[config.mk]
export PLATFORM = sky130hd
export DESIGN_NAME = psb_pci_side
export DESIGN_NICKNAME = d
export VERILOG_FILES = /design/src/include/psb_pkg.sv /design/src/psb_pci_side.sv
export SDC_FILE = /design/constraint.sdc
export NUM_CORES = 1
export LEC_CHECK = 0
export BUFFER_PORTS_ARGS = -buffer_cell sky130_fd_sc_hd__buf_2
export CAP_MARGIN = 0
export CORE_AREA = 3 3 136 138
export CTS_CLUSTER_DIAMETER = 40
export DETAILED_ROUTE_END_ITERATION = 6
export DIE_AREA = 0 0 139 141
export PLACE_DENSITY = 0.68
export SLEW_MARGIN = 20
export SYNTH_ARGS = -nofsm -noshare
export SYNTH_HDL_FRONTEND = slang
export SYNTH_SLANG_ARGS = --single-unit
[constraint.sdc]
create_clock -name clock -period 5.1 [get_ports clock]
set_input_delay 0 -clock clock [delete_from_list [all_inputs] [get_ports clock]]
set_output_delay 0 -clock clock [all_outputs]
set_load 0.01 [all_outputs]
[src/include/psb_pkg.sv]
// constants and carrier types for the pci side signal block
package psb_pkg;
  localparam logic [7:0] OFF_MISC  = 8'h00;
  localparam logic [7:0] OFF_STAT  = 8'h04;
  localparam logic [7:0] OFF_ISTAT = 8'h08;
  localparam logic [7:0] OFF_IMASK = 8'h0c;
  localparam int B_MCLK = 0;  // master clocking mode
  localparam int B_BRST = 1;  // hold secondary bus in reset
  localparam int B_PARK = 8;
  localparam int B_EXT  = 9;  // external arbiter
  localparam logic [9:0] MISC_RST = 10'h002;
  localparam int S_SPEED = 0;
  localparam int S_GRANT = 1;
  localparam int S_LAST  = 2;  // two bits, last granted master
  localparam int I_PERR = 0;
  localparam int I_SERR = 1;
  localparam int I_PME  = 2;
  localparam logic [2:0] IMASK_RST = 3'h0;

  // asynchronous bus pins as sampled
  typedef struct packed {
    logic        clk;
    logic [31:0] ad;
    logic [3:0]  cbeN;
    logic        par;
    logic        frameN;
    logic        irdyN;
    logic        trdyN;
    logic [3:0]  reqN;
    logic        gnt0N;
    logic        speedSel;
    logic        powerEventN;
  } psb_pins_type;

  // requests from the bridge core, same clock
  typedef struct packed {
    logic adOe;
    logic tgtSel;
    logic tgtReady;
    logic tgtStop;
    logic mstSel;
    logic mstReady;
    logic mstReq;
  } psb_core_type;

  // pin drive values and enables
  typedef struct packed {
    logic       busParity;
    logic       busParityOe;
    logic       dataParityErrorN;
    logic       dataParityErrorOe;
    logic       systemErrorN;
    logic       systemErrorOe;
    logic       targetReadyN;
    logic       targetReadyOe;
    logic       targetStopN;
    logic       targetStopOe;
    logic       initiatorReadyN;
    logic       initiatorReadyOe;
    logic       busRequest0N;
    logic       busRequest0Oe;
    logic [3:0] busGrantN;
    logic [3:0] busGrantOe;
    logic       secondaryBusResetN;
  } psb_drive_type;

  typedef struct packed {
    psb_pins_type  s1;
    psb_pins_type  s2;
    psb_pins_type  pv;
    logic [31:0]   adQ;
    logic [3:0]    cbeQ;
    logic          addrQ;
    logic          dataQ;
    logic          frameQ;  // frame level at the last bus clock edge
    logic          droveQ;
    logic          involvedQ;
    logic [1:0]    lastM;
    logic [9:0]    misc;
    logic [2:0]    istat;
    logic [2:0]    imask;
    logic          speed66;
    logic          ack;
    logic [31:0]   rdat;
    logic          irq;
    psb_drive_type drv;
  } psb_state_type;
endpackage

[src/psb_pci_side.sv]
// pci side signal logic: parity, errors, arbiter lines, handshakes, registers
//
// Decided for this implementation: the Wishbone register port and the address map.
`timescale 1ns/10ps
module psb_pci_side
  import psb_pkg::*;
(
  // system
  input  wire logic          clock,
  input  wire logic          rst,
  // wishbone slave
  input  wire logic          wbCyc,
  input  wire logic          wbStb,
  input  wire logic          wbWe,
  input  wire logic [3:0]    wbSel,
  input  wire logic [7:0]    wbAdr,
  input  wire logic [31:0]   wbDatI,
  output logic [31:0]        wbDatO,
  output logic               wbAck,
  // bus pins and core
  input  wire psb_pins_type  pinsIn,
  input  wire psb_core_type  coreIn,
  output psb_drive_type      pinDrive,
  output logic               irq
);
  psb_state_type st_r;
  psb_state_type st_nxt;
  logic          pe;
  logic          adPhase;
  logic          dataPhase;
  logic          parBad;

  // even parity: the bit that makes the total count of ones even
  function automatic logic evenPar(input logic [31:0] ad, input logic [3:0] cbe);
    evenPar = ^{ad, cbe};
  endfunction

  // bus clock is only sampled, so its rising edge is a one-cycle pulse
  assign pe        = st_r.s2.clk & ~st_r.pv.clk;
  // pv is only one system clock old, so a frame fall is judged against the last bus clock
  assign adPhase   = ~st_r.s2.frameN & st_r.frameQ;
  assign dataPhase = ~st_r.s2.irdyN & ~st_r.s2.trdyN;
  assign parBad    = st_r.s2.par != evenPar(st_r.adQ, st_r.cbeQ);

  // next state
  always_comb begin
    logic        found;
    logic [1:0]  idx;
    logic [1:0]  pick;
    logic [2:0]  ev;
    logic        hit;
    found = 1'b0;
    idx = 2'h0;
    pick = 2'h0;
    ev = 3'h0;
    st_nxt = st_r;
    hit = wbCyc & wbStb & ~st_r.ack;
    // two flops on every pin before use; s1 feeds only s2
    st_nxt.s1 = pinsIn;
    st_nxt.s2 = st_r.s1;
    st_nxt.pv = st_r.s2;
    // speed only counts in master clocking mode
    st_nxt.speed66 = st_r.misc[B_MCLK] & st_r.s2.speedSel;
    st_nxt.drv.secondaryBusResetN = ~st_r.misc[B_BRST];
    // request and grant directions follow the arbiter mode
    if (st_r.misc[B_EXT]) begin
      st_nxt.drv.busRequest0Oe = 1'b1;
      st_nxt.drv.busRequest0N  = ~coreIn.mstReq;
      st_nxt.drv.busGrantOe    = 4'he;
      st_nxt.drv.busGrantN     = 4'hf;
    end else begin
      st_nxt.drv.busRequest0Oe = 1'b0;
      st_nxt.drv.busRequest0N  = 1'b1;
      st_nxt.drv.busGrantOe    = 4'hf;
    end
    if (pe) begin
      // capture this phase for the parity of the next bus clock
      st_nxt.adQ       = st_r.s2.ad;
      st_nxt.cbeQ      = st_r.s2.cbeN;
      st_nxt.addrQ     = adPhase;
      st_nxt.dataQ     = dataPhase;
      st_nxt.frameQ    = st_r.s2.frameN;
      st_nxt.droveQ    = coreIn.adOe;
      st_nxt.involvedQ = coreIn.tgtSel | coreIn.mstSel;
      // whoever drove ad last clock drives parity now
      st_nxt.drv.busParityOe = st_r.droveQ;
      st_nxt.drv.busParity   = evenPar(st_r.adQ, st_r.cbeQ);
      // perr is driven high for one clock after a low, then released
      st_nxt.drv.dataParityErrorN  = 1'b1;
      st_nxt.drv.dataParityErrorOe = ~st_r.drv.dataParityErrorN;
      if (st_r.dataQ && st_r.involvedQ && !st_r.droveQ && parBad) begin
        st_nxt.drv.dataParityErrorN  = 1'b0;
        st_nxt.drv.dataParityErrorOe = 1'b1;
        ev[I_PERR] = 1'b1;
      end
      // system error is open drain: only ever pulled low
      st_nxt.drv.systemErrorN  = 1'b0;
      st_nxt.drv.systemErrorOe = st_r.addrQ && !st_r.droveQ && parBad;
      ev[I_SERR] = st_r.addrQ && !st_r.droveQ && parBad;
      // target and master handshakes from the core
      st_nxt.drv.targetReadyOe    = coreIn.tgtSel;
      st_nxt.drv.targetReadyN     = ~coreIn.tgtReady;
      st_nxt.drv.targetStopOe     = coreIn.tgtSel;
      st_nxt.drv.targetStopN      = ~coreIn.tgtStop;
      st_nxt.drv.initiatorReadyOe = coreIn.mstSel;
      st_nxt.drv.initiatorReadyN  = ~coreIn.mstReady;
      // round robin arbiter, grants move only while the bus is idle
      if (!st_r.misc[B_EXT] && st_r.s2.frameN && st_r.s2.irdyN) begin
        for (int i = 1; i <= 4; i++) begin
          idx = 2'(int'(st_r.lastM) + i);
          if (!found && !st_r.s2.reqN[idx]) begin
            found = 1'b1;
            pick = idx;
          end
        end
        if (found) begin
          st_nxt.drv.busGrantN = ~(4'h1 << pick);
          st_nxt.lastM = pick;
        end else if (!st_r.misc[B_PARK]) begin
          st_nxt.drv.busGrantN = 4'hf;
        end  // parked: grant left on the last master
      end
    end
    // falling power event, sampled on our own clock
    ev[I_PME] = ~st_r.s2.powerEventN & st_r.pv.powerEventN;
    // wishbone: one wait state, ack for one cycle
    st_nxt.ack = hit;
    st_nxt.rdat = 32'h0;
    if (hit && wbWe) begin
      if (wbAdr == OFF_MISC) begin
        if (wbSel[0]) st_nxt.misc[7:0] = wbDatI[7:0];
        if (wbSel[1]) st_nxt.misc[9:8] = wbDatI[9:8];
      end else if (wbAdr == OFF_ISTAT) begin
        if (wbSel[0]) st_nxt.istat = st_r.istat & ~wbDatI[2:0];
      end else if (wbAdr == OFF_IMASK) begin
        if (wbSel[0]) st_nxt.imask = wbDatI[2:0];
      end
    end else if (hit) begin
      if (wbAdr == OFF_MISC) begin
        st_nxt.rdat[9:0] = st_r.misc;
      end else if (wbAdr == OFF_STAT) begin
        st_nxt.rdat[S_SPEED] = st_r.speed66;
        st_nxt.rdat[S_GRANT] = st_r.misc[B_EXT] & ~st_r.s2.gnt0N;
        st_nxt.rdat[S_LAST +: 2] = st_r.lastM;
      end else if (wbAdr == OFF_ISTAT) begin
        st_nxt.rdat[2:0] = st_r.istat;
      end else if (wbAdr == OFF_IMASK) begin
        st_nxt.rdat[2:0] = st_r.imask;
      end
    end
    // a new event wins over a clear in the same cycle
    st_nxt.istat = st_nxt.istat | ev;
    st_nxt.irq = |(st_r.istat & st_r.imask);
  end

  // state register
  always_ff @(posedge clock or posedge rst) begin
    if (rst) begin
      st_r <= '0;
      st_r.s1 <= '1;
      st_r.s2 <= '1;
      st_r.pv <= '1;
      st_r.frameQ <= 1'b1;  // idle frame, so the first address phase is seen
      st_r.misc <= MISC_RST;
      st_r.imask <= IMASK_RST;
      st_r.drv.dataParityErrorN <= 1'b1;
      st_r.drv.targetReadyN <= 1'b1;
      st_r.drv.targetStopN <= 1'b1;
      st_r.drv.initiatorReadyN <= 1'b1;
      st_r.drv.busRequest0N <= 1'b1;
      st_r.drv.busGrantN <= 4'hf;
    end else begin
      st_r <= st_nxt;
    end
  end

  assign wbDatO   = st_r.rdat;
  assign wbAck    = st_r.ack;
  assign pinDrive = st_r.drv;
  assign irq      = st_r.irq;
endmodule

==> out/qor.log, run 1 <==
[global_route] GRT met1 Usage 16.4%
[setup_path] CP most frequent cell sky130_fd_sc_hd__dlygate4sd3_1
[synthesis] Post-synth EDFFs 0
[sta] final hold viol count 0
[setup_path] setup slack on the worst flop-to-flop path 2.40 ns
[synthesis] dominant combinational cell family by area after synthesis simple AND/OR/NAND/NOR gates
[setup_path] slowest stage cell, crit path sky130_fd_sc_hd__dlygate4sd3_1
[setup_path] largest fanout on the critical path 4
[synthesis] Top FF cell, synth sky130_fd_sc_hd__dfstp_2
[synthesis] share of flip-flops with an asynchronous set or reset after synthesis 100%
[synthesis] Post-Synthesis Mean Instance Area 12.7 sq um
[sta] total of endpoints with negative setup slack in the final report 0
[sta] headroom to the max-slew limit 45.7%
[power_and_ir_drop] power per standard cell area 420 nW/um^2
[worst_hold_path] start point of the worst hold path wbSel[0]
[cts] maximum number of buffers from clock root to sink 2
[synthesis] multiplexer share of the synthesized area 2.75%
[synthesis] number of distinct library cells after synthesis 44
[sta] Final period util 60.7%
[cts] root buf cell sky130_fd_sc_hd__clkbuf_16
[placed_design] detailed placer's ending HPWL 7630 um
[routing] router iterations before antenna repair 5
[final_layout] Final #Nets 809
[floorplanning] count of pins on the block boundary 161
[setup_path] worst reg2reg path startpoint wbAck$_DFF_PP0_
[setup_path] family of cells with the greatest summed delay on the critical path buffers and inverters
[setup_path] crit path capture type register
[sta] setup repair after global routing missed its margin false
[cts] clock insertion delay at the later pin of the skew report 0.43 ns
[routing] number of DRC violations after detailed routing 0
[final_layout] area taken by flip-flops and latches 4870 sq um
[setup_path] CP startpoint kind input port
[synthesis] Post-Synthesis Cell Area 6920 sq um
[global_route] vias in the first global route 4,490
[floorplanning] core region area 17,300 sq um
[synthesis] gate count of the mapped netlist 543
[cts] TritonCTS clock tree done
[sta] maximum operating frequency 323 MHz
[floorplanning] effective utilization at floorplan 40.0%
[cts] clock slew at the register clock pins of the worst setup and hold paths 0.08 ns
[placed_design] Routability Congestion 0.776
[setup_path] CP Cell Sequence dlygate4sd3_1 > buf_2 > nand2_1 > dlygate4sd3_1 > or2_2 > nor4_1 > and3_1 > nand2_1 > dlygate4sd3_1 > o21ai_0 > dlygate4sd3_1
[routing] average via count per standard cell 4.48
[synthesis] XOR/XNOR Fraction of Synth Area 4.86%
[sta] post-route setup TNS 0 ns
[global_route] gr busiest metal met2
[power_and_ir_drop] static leakage 4.13 nW
[flow_run] max-cap viol count 0
[synthesis] flops & latches, synth 189
[floorplanning] die footprint 19,600 sq um
[synthesis] Synth Area in Compound Gates 3.09%
[cts] TritonCTS buffer count 17
[sta] worst clock skew 0.0138 ns
[setup_path] cell depth of the worst flop-to-flop path 7
[global_route] residual overflow from global routing 0
[routing] initial drt markers 222
[floorplanning] Row Count 48
[sta] worst-margin pin slew 0.814 ns
[worst_hold_path] end of the worst hold path st_r[63]$_DFF_PP0_
[final_layout] Antenna Diode Count 0
[cts] Clock H-tree levels 4
[setup_path] delay of the slowest critical-path stage 0.56 ns
[status] outcome finished clean
[sta] shortest clock period the worst path allows after layout 3.10 ns
[worst_hold_path] Hold/Removal Path Class input port to register
[placed_design] number of port buffers 113
[synthesis] Warnings, synthesis 0
[global_route] pin count of the biggest net entering global routing 125
[global_route] antenna violations before repair 0
[final_layout] layout cells sized above 1 38.6%
[setup_path] critical register-to-register path endpoint st_r[73]$_DFFE_PP0P_
[global_route] total global-route track usage 13.7%
[setup_path] kind of critical path input port to register
[setup_path] count of buffer and inverter cells on the critical path 5
[power_and_ir_drop] maximum ir drop on the vdd rail 0.255 mV
[synthesis] post-synthesis simple-gate area fraction 11.6%
[global_route] met3 track demand over resource in global routing 4.10%
[final_layout] Filler cells 1,443
[routing] wire length after detailed routing 12,500 um
[setup_path] data required time of the critical path 5.46 ns
[final_layout] multi-input gate area in the final layout 1650 sq um
[global_route] met2 track demand over resource in global routing 23.3%
[routing] total number of vias 4,221
[floorplanning] die width 139 um
[worst_hold_path] number of cells traversed by the worst hold path 5
[synthesis] sequential element share of the synthesized area 70.3%
[routing] Wirelength per Cell 13.3 um
[cts] post-cts repair resize count 0
[routing] post-route antenna net violation count 0
[cts] count of clock tree sinks 189
[global_route] wire length of the first global-routing pass 21,400 um
[floorplanning] height of the chip 141 um
[final_layout] area grow syn2layout 27.6%
[sta] fin. max-slew vios 0
[synthesis] area share of fa/ha/maj cells after synthesis 0%
[setup_path] endpoint arrival time on the critical path 3.46 ns
[power_and_ir_drop] Total Power Consumption 3.71 mW
==> flip-flops by register name, summed over array words and instances (netlist names) <==
name      cells
irq           1
st_nxt       96
wbDatO       10
wbAck         1
pinDrive     19
st_r         62
==> worst min-delay path: stages <==
cell                      delay, ns
sky130_fd_sc_hd__buf_2         0.11
sky130_fd_sc_hd__nand4_1       0.12
sky130_fd_sc_hd__nor3_1        0.09
sky130_fd_sc_hd__nand2_1       0.07
sky130_fd_sc_hd__a22o_1        0.11
==> cells in the mapped netlist, types with 2 or more instances <==
cell type / instances / area, sq um
sky130_fd_sc_hd__mux4_2: 2 / 45.0
sky130_fd_sc_hd__o21ai_0: 10 / 50.1
sky130_fd_sc_hd__nand3b_1: 2 / 15.0
sky130_fd_sc_hd__nand2_1: 148 / 556
sky130_fd_sc_hd__nor4_1: 3 / 18.8
sky130_fd_sc_hd__o32ai_1: 2 / 17.5
sky130_fd_sc_hd__a21oi_1: 4 / 20.0
sky130_fd_sc_hd__o2bb2ai_1: 2 / 17.5
sky130_fd_sc_hd__buf_4: 55 / 413
sky130_fd_sc_hd__clkbuf_1: 13 / 48.8
sky130_fd_sc_hd__mux2_2: 12 / 135
sky130_fd_sc_hd__conb_1: 2 / 7.51
sky130_fd_sc_hd__xnor2_1: 28 / 245
sky130_fd_sc_hd__and2_1: 7 / 43.8
sky130_fd_sc_hd__xor2_1: 5 / 43.8
sky130_fd_sc_hd__dfstp_2: 109 / 2860
sky130_fd_sc_hd__nand3_1: 2 / 10.0
sky130_fd_sc_hd__dfrtp_1: 80 / 2000
sky130_fd_sc_hd__nand4_1: 3 / 18.8
sky130_fd_sc_hd__nor2_1: 12 / 45.0
sky130_fd_sc_hd__or3_1: 2 / 12.5
sky130_fd_sc_hd__nor2b_1: 5 / 31.3
sky130_fd_sc_hd__inv_1: 10 / 37.5
sky130_fd_sc_hd__nor3_1: 5 / 25.0
==> repair_timing <==
item,4_1_cts,5_1_grt
setup buffers,0,0
hold endpoints to repair,127,0
hold buffers,75,0
==> layer usage <==
metal | up-vias | part of all wire [%]
li1 | 1977 | -
met1 | 2086 | 42
met2 | 137 | 51
met3 | 21 | 5.0
met4 | 0 | 1.9
met5 | - | 0
==> logic make-up (layout without fill, tap and decap cells) <==
group,Yosys count,in the layout
multiplexers,15,15
AND/OR/NAND/NOR,193,193
XOR/XNOR,35,35
other,2,24
buffers and inverters,79,232
flip-flops,189,189
AO/OA/AOI/OAI,30,30
==> metrics by stage <==
stage	utilization [%]	instance area, sq um	worst slack (ns)	cells	hold WS, ns
final	51.1	8830	2.00	943	0.112
after global routing	51.1	8830	1.85	943	0.124
after CTS	51.0	8830	2.14	943	0.0832
after detailed placement	42.9	7420	2.74	836	0.106
after global placement	42.9	7420	2.80	836	0.104
after floorplan	-	7000	0.138	565	0.00448
==> final cells by class <==
cell class	count	area share [%]
sequential	189	55.1
multi-input combinational	297	18.7
timing repair buffer	190	15.1
clock buffer	17	4.82
tap	225	3.19
clock inverter	15	2.65
inverter	10	0.510
==> worst max-delay path by stage <==
| stage | from | end | slack [ns] | depth (start not counted) |
|---|---|---|---|---|
| floorplan | rst | irq$_DFF_PP0_ | 0.14 | 1 |
| global placement | st_r[84]$_DFFE_PP0P_ | pinDrive[19]$_DFFE_PP0P_ | 2.80 | 6 |
| detailed placement | st_r[84]$_DFFE_PP0P_ | pinDrive[19]$_DFFE_PP0P_ | 2.74 | 6 |
| CTS | wbStb | st_r[72]$_DFFE_PP0P_ | 2.14 | 11 |
| global route | wbStb | st_r[72]$_DFFE_PP0P_ | 1.85 | 11 |
| finish | wbStb | st_r[73]$_DFFE_PP0P_ | 2.00 | 11 |
==> report_power, final <==
| part | internal [mW] | leakage [nW] | total (mW) | switching, mW |
|---|---|---|---|---|
| Clock | 0.772 | 0.319 | 1.43 | 0.653 |
| Combinational | 0.297 | 1.66 | 0.588 | 0.292 |
| Sequential | 1.64 | 2.15 | 1.70 | 0.0578 |
==> cell usage in the layout (no fill, tap or decap), drive strengths merged, types with 3 or more instances in the layout <==
cell	synthesis	routed
nand2	148	148
buf	56	115
dfstp	109	109
dfrtp	80	80
dlygate4sd3	0	75
xnor2	28	28
conb	2	24
inv	10	18
clkbuf	13	17
nor2	12	12
mux2	12	12
o21ai	10	10
and2	7	7
nor3	5	5
xor2	5	5
nor2b	5	5
clkinv	0	5
a21oi	4	4
nand4	3	3
nor4	3	3
Power figures use the tool's default switching activity.
==> inputs of run 2 (changes only) <==
Settings changed: PLACE_DENSITY 0.68 to 0.66.
Clock period 5.1 ns to 3.2 ns, I/O delays scaled along.
==> run 2 against run 1 <==
  * Largest power group unchanged
  * Clock skew decreased by 0.0017 ns
  * Cell count rose by 0.11%
  * Highest routed layer unchanged
  * Flip-flop and latch count stayed put
==> out/qor.log, run 2 (synthesis gave the netlist of run 1 again) <==
[final_layout] design area 8820 sq um [-0.14%]
[setup_path] crit path capture type register
[setup_path] CP Cell Sequence dlygate4sd3_1 > buf_2 > nand2_1 > dlygate4sd3_1 > or2_2 > nor4_2 > and3_1 > nand2_1 > dlygate4sd3_1 > o21ai_0 > dlygate4sd3_1
[sta] fin. max-slew vios 0 [unchanged]
[setup_path] largest fanout on the critical path 4 [unchanged]
[routing] total number of vias 4,173 [-1.1%]
[global_route] met2 track demand over resource in global routing 22.4% [-0.82 points]
[placed_design] post-place setup slack 0.874 ns [-1.86 ns]
[cts] clock insertion delay at the later pin of the skew report 0.43 ns [about the same]
[worst_hold_path] end of the worst hold path st_r[61]$_DFF_PP0_
[power_and_ir_drop] Total Power Consumption 5.78 mW [+56%]
[global_route] met3 track demand over resource in global routing 4.04% [-0.068 points]
[routing] number of DRC violations after detailed routing 0 [unchanged]
[sta] shortest clock period the worst path allows after layout 2.98 ns
[sta] total of endpoints with negative setup slack in the final report 0 [unchanged]
[worst_hold_path] Hold/Removal Path Class input port to register
[sta] final hold viol count 0 [unchanged]
[final_layout] Final #Nets 810 [+0.12%]
[floorplanning] effective utilization at floorplan 40.0% [unchanged]
[setup_path] delay of the slowest critical-path stage 0.56 ns [about the same]
[routing] average via count per standard cell 4.42 [-1.2%]
[setup_path] slowest stage cell, crit path sky130_fd_sc_hd__dlygate4sd3_1
[setup_path] kind of critical path input port to register
[floorplanning] height of the chip 141 um [unchanged]
[cts] maximum number of buffers from clock root to sink 2 [unchanged]
[sta] headroom to the max-slew limit 41.8% [-4.0 points]
[global_route] vias in the first global route 4,387 [-2.3%]
[cts] root buf cell sky130_fd_sc_hd__clkbuf_16
[worst_hold_path] number of cells traversed by the worst hold path 5 [unchanged]
[sta] setup repair after global routing missed its margin false
[final_layout] most common cell after layout, fill and taps aside sky130_fd_sc_hd__nand2_1
[final_layout] area grow syn2layout 27.5%
[cts] TritonCTS clock tree done
[floorplanning] core region area 17,300 sq um [unchanged]
[final_layout] final core utilization 51.0% [-0.072 points]
[flow_run] max-cap viol count 0 [unchanged]
[floorplanning] die width 139 um [unchanged]
[final_layout] leading cell types in the layout, fill and taps excluded 148 x sky130_fd_sc_hd__nand2_1, 113 x sky130_fd_sc_hd__buf_2, 109 x sky130_fd_sc_hd__dfstp_2
[final_layout] layout cells sized above 1 38.9% [+0.36 points]
[power_and_ir_drop] power per standard cell area 656 nW/um^2 [+56%]
[status] outcome finished clean
[setup_path] setup slack on the worst flop-to-flop path 0.61 ns [-1.79 ns]
[setup_path] cell depth of the worst flop-to-flop path 7 [unchanged]
[cts] count of clock tree sinks 189 [unchanged]
[power_and_ir_drop] Switching Share 26.4% [-0.62 points]
[power_and_ir_drop] combinational fraction of design power 16.2% [+0.3 points]
[placed_design] number of port buffers 113 [unchanged]
[placed_design] placed inst area 7450 sq um [+0.49%]
[power_and_ir_drop] net switching component of the power 1.53 mW [+52%]
[setup_path] CP most frequent cell sky130_fd_sc_hd__dlygate4sd3_1
[global_route] total global-route track usage 13.2% [-0.43 points]
[global_route] antenna violations before repair 0 [unchanged]
[routing] post-route antenna net violation count 0 [unchanged]
[power_and_ir_drop] maximum ir drop on the vdd rail 0.429 mV [+69%]
[setup_path] worst reg2reg path startpoint wbAck$_DFF_PP0_
[routing] initial drt markers 196 [-12%]
[final_layout] max reg flops 96 [unchanged]
[sta] maximum operating frequency 335 MHz
[final_layout] fin cells 944 [+0.11%]
[cts] Clock H-tree levels 4 [unchanged]
[routing] wire length after detailed routing 12,200 um [-2.1%]
[sta] post-route setup TNS 0 ns [unchanged]
[global_route] pin count of the biggest net entering global routing 81 [-35%]
[global_route] residual overflow from global routing 0 [unchanged]
[setup_path] data required time of the critical path 3.56 ns [-1.90 ns]
[cts] clock slew at the register clock pins of the worst setup and hold paths 0.07 ns [about the same]
[global_route] gr busiest metal met2
[power_and_ir_drop] static leakage 4.12 nW [-0.29%]
[power_and_ir_drop] share of total power in the clock network 37.1% [-1.3 points]
[cts] post-CTS setup buffer count 0 [unchanged]
[floorplanning] die footprint 19,600 sq um [unchanged]
[setup_path] endpoint arrival time on the critical path 3.34 ns [-0.12 ns]
[sta] worst-margin pin slew 0.871 ns [+0.0575 ns]
[floorplanning] count of pins on the block boundary 161 [unchanged]
[power_and_ir_drop] register share of total power 46.7% [+1.0 points]
[setup_path] critical register-to-register path endpoint st_r[73]$_DFFE_PP0P_
[routing] router iterations before antenna repair 5 [unchanged]
[routing] Wirelength per Cell 13.0 um [-2.2%]
[placed_design] Routability Congestion 0.784 [+1.0%]
[sta] worst clock skew 0.0122 ns [-0.00166 ns]
[floorplanning] Row Count 48 [unchanged]
[power_and_ir_drop] design internal power 4.25 mW [+57%]
[global_route] GRT met1 Usage 15.7% [-0.74 points]
[placed_design] detailed placer's ending HPWL 7770 um [+1.8%]
[sta] Worst Slack Setup Final 0.218 ns [-1.79 ns]
[worst_hold_path] start point of the worst hold path wbSel[0]
[final_layout] Antenna Diode Count 0 [unchanged]
[sta] final-layout worst hold slack 0.132 ns [+0.0201 ns]
[sta] Final period util 93.2%
[placed_design] placed cell count 838 [+0.24%]
[global_route] wire length of the first global-routing pass 20,700 um [-3.4%]
[cts] TritonCTS buffer count 17 [unchanged]
[setup_path] CP startpoint kind input port
[run 2: metal layers]
| layer | part of all wire (%) | wire (um) |
|---|---|---|
| met1 | 42 | 5100 |
| met5 | 0 | 0 |
| met4 | 2.2 | 273 |
| met3 | 5.0 | 613 |
| met2 | 51 | 6240 |
[run 2: power by group through the flow]
stage | Combinational (mW) | Clock, mW | Sequential, mW
after floorplan | 0.726 | 0 | 2.72
after global placement | 0.867 | 0 | 2.73
after detailed placement | 0.877 | 0 | 2.74
after CTS | 0.958 | 2.20 | 2.70
after global routing | 1.02 | 2.32 | 2.72
final | 0.938 | 2.14 | 2.70
[run 2: final cells by class]
class / count / area, sq um
Tap cell: 225 / 282
Clock inverter: 13 / 166
Fill cell: 1438 / 8480
Clock buffer: 19 / 453
Multi-Input combinational cell: 297 / 1650
Sequential cell: 189 / 4870
Timing Repair Buffer: 191 / 1360
Inverter: 10 / 41.3
[run 2: worst max path at each step]
stage,from,end,slack [ns],cells after the start
finish,wbStb,st_r[73]$_DFFE_PP0P_,0.22,11
detailed placement,st_r[95]$_DFFE_PP0P_,pinDrive[19]$_DFFE_PP0P_,0.87,6
floorplan,rst,irq$_DFF_PP0_,0.85,1
global placement,st_r[93]$_DFFE_PP0P_,pinDrive[19]$_DFFE_PP0P_,0.91,6
CTS,wbStb,st_r[73]$_DFFE_PP0P_,0.22,11
global route,wbStb,st_r[73]$_DFFE_PP0P_,0.08,11
[run 2: repair_timing]
item	CTS	global route
endpoints found under the hold margin	89	0
hold buffers	74	0
setup endpoints to repair	0	1
gates resized for setup	0	1
[run 2: critical path, delay by kind of cell]
| kind | cells | cell delay, ns |
|---|---|---|
| AND/OR/NAND/NOR | 5 | 0.98 |
| AO/OA/AOI/OAI | 1 | 0.07 |
| buffers and inverters | 5 | 2.29 |
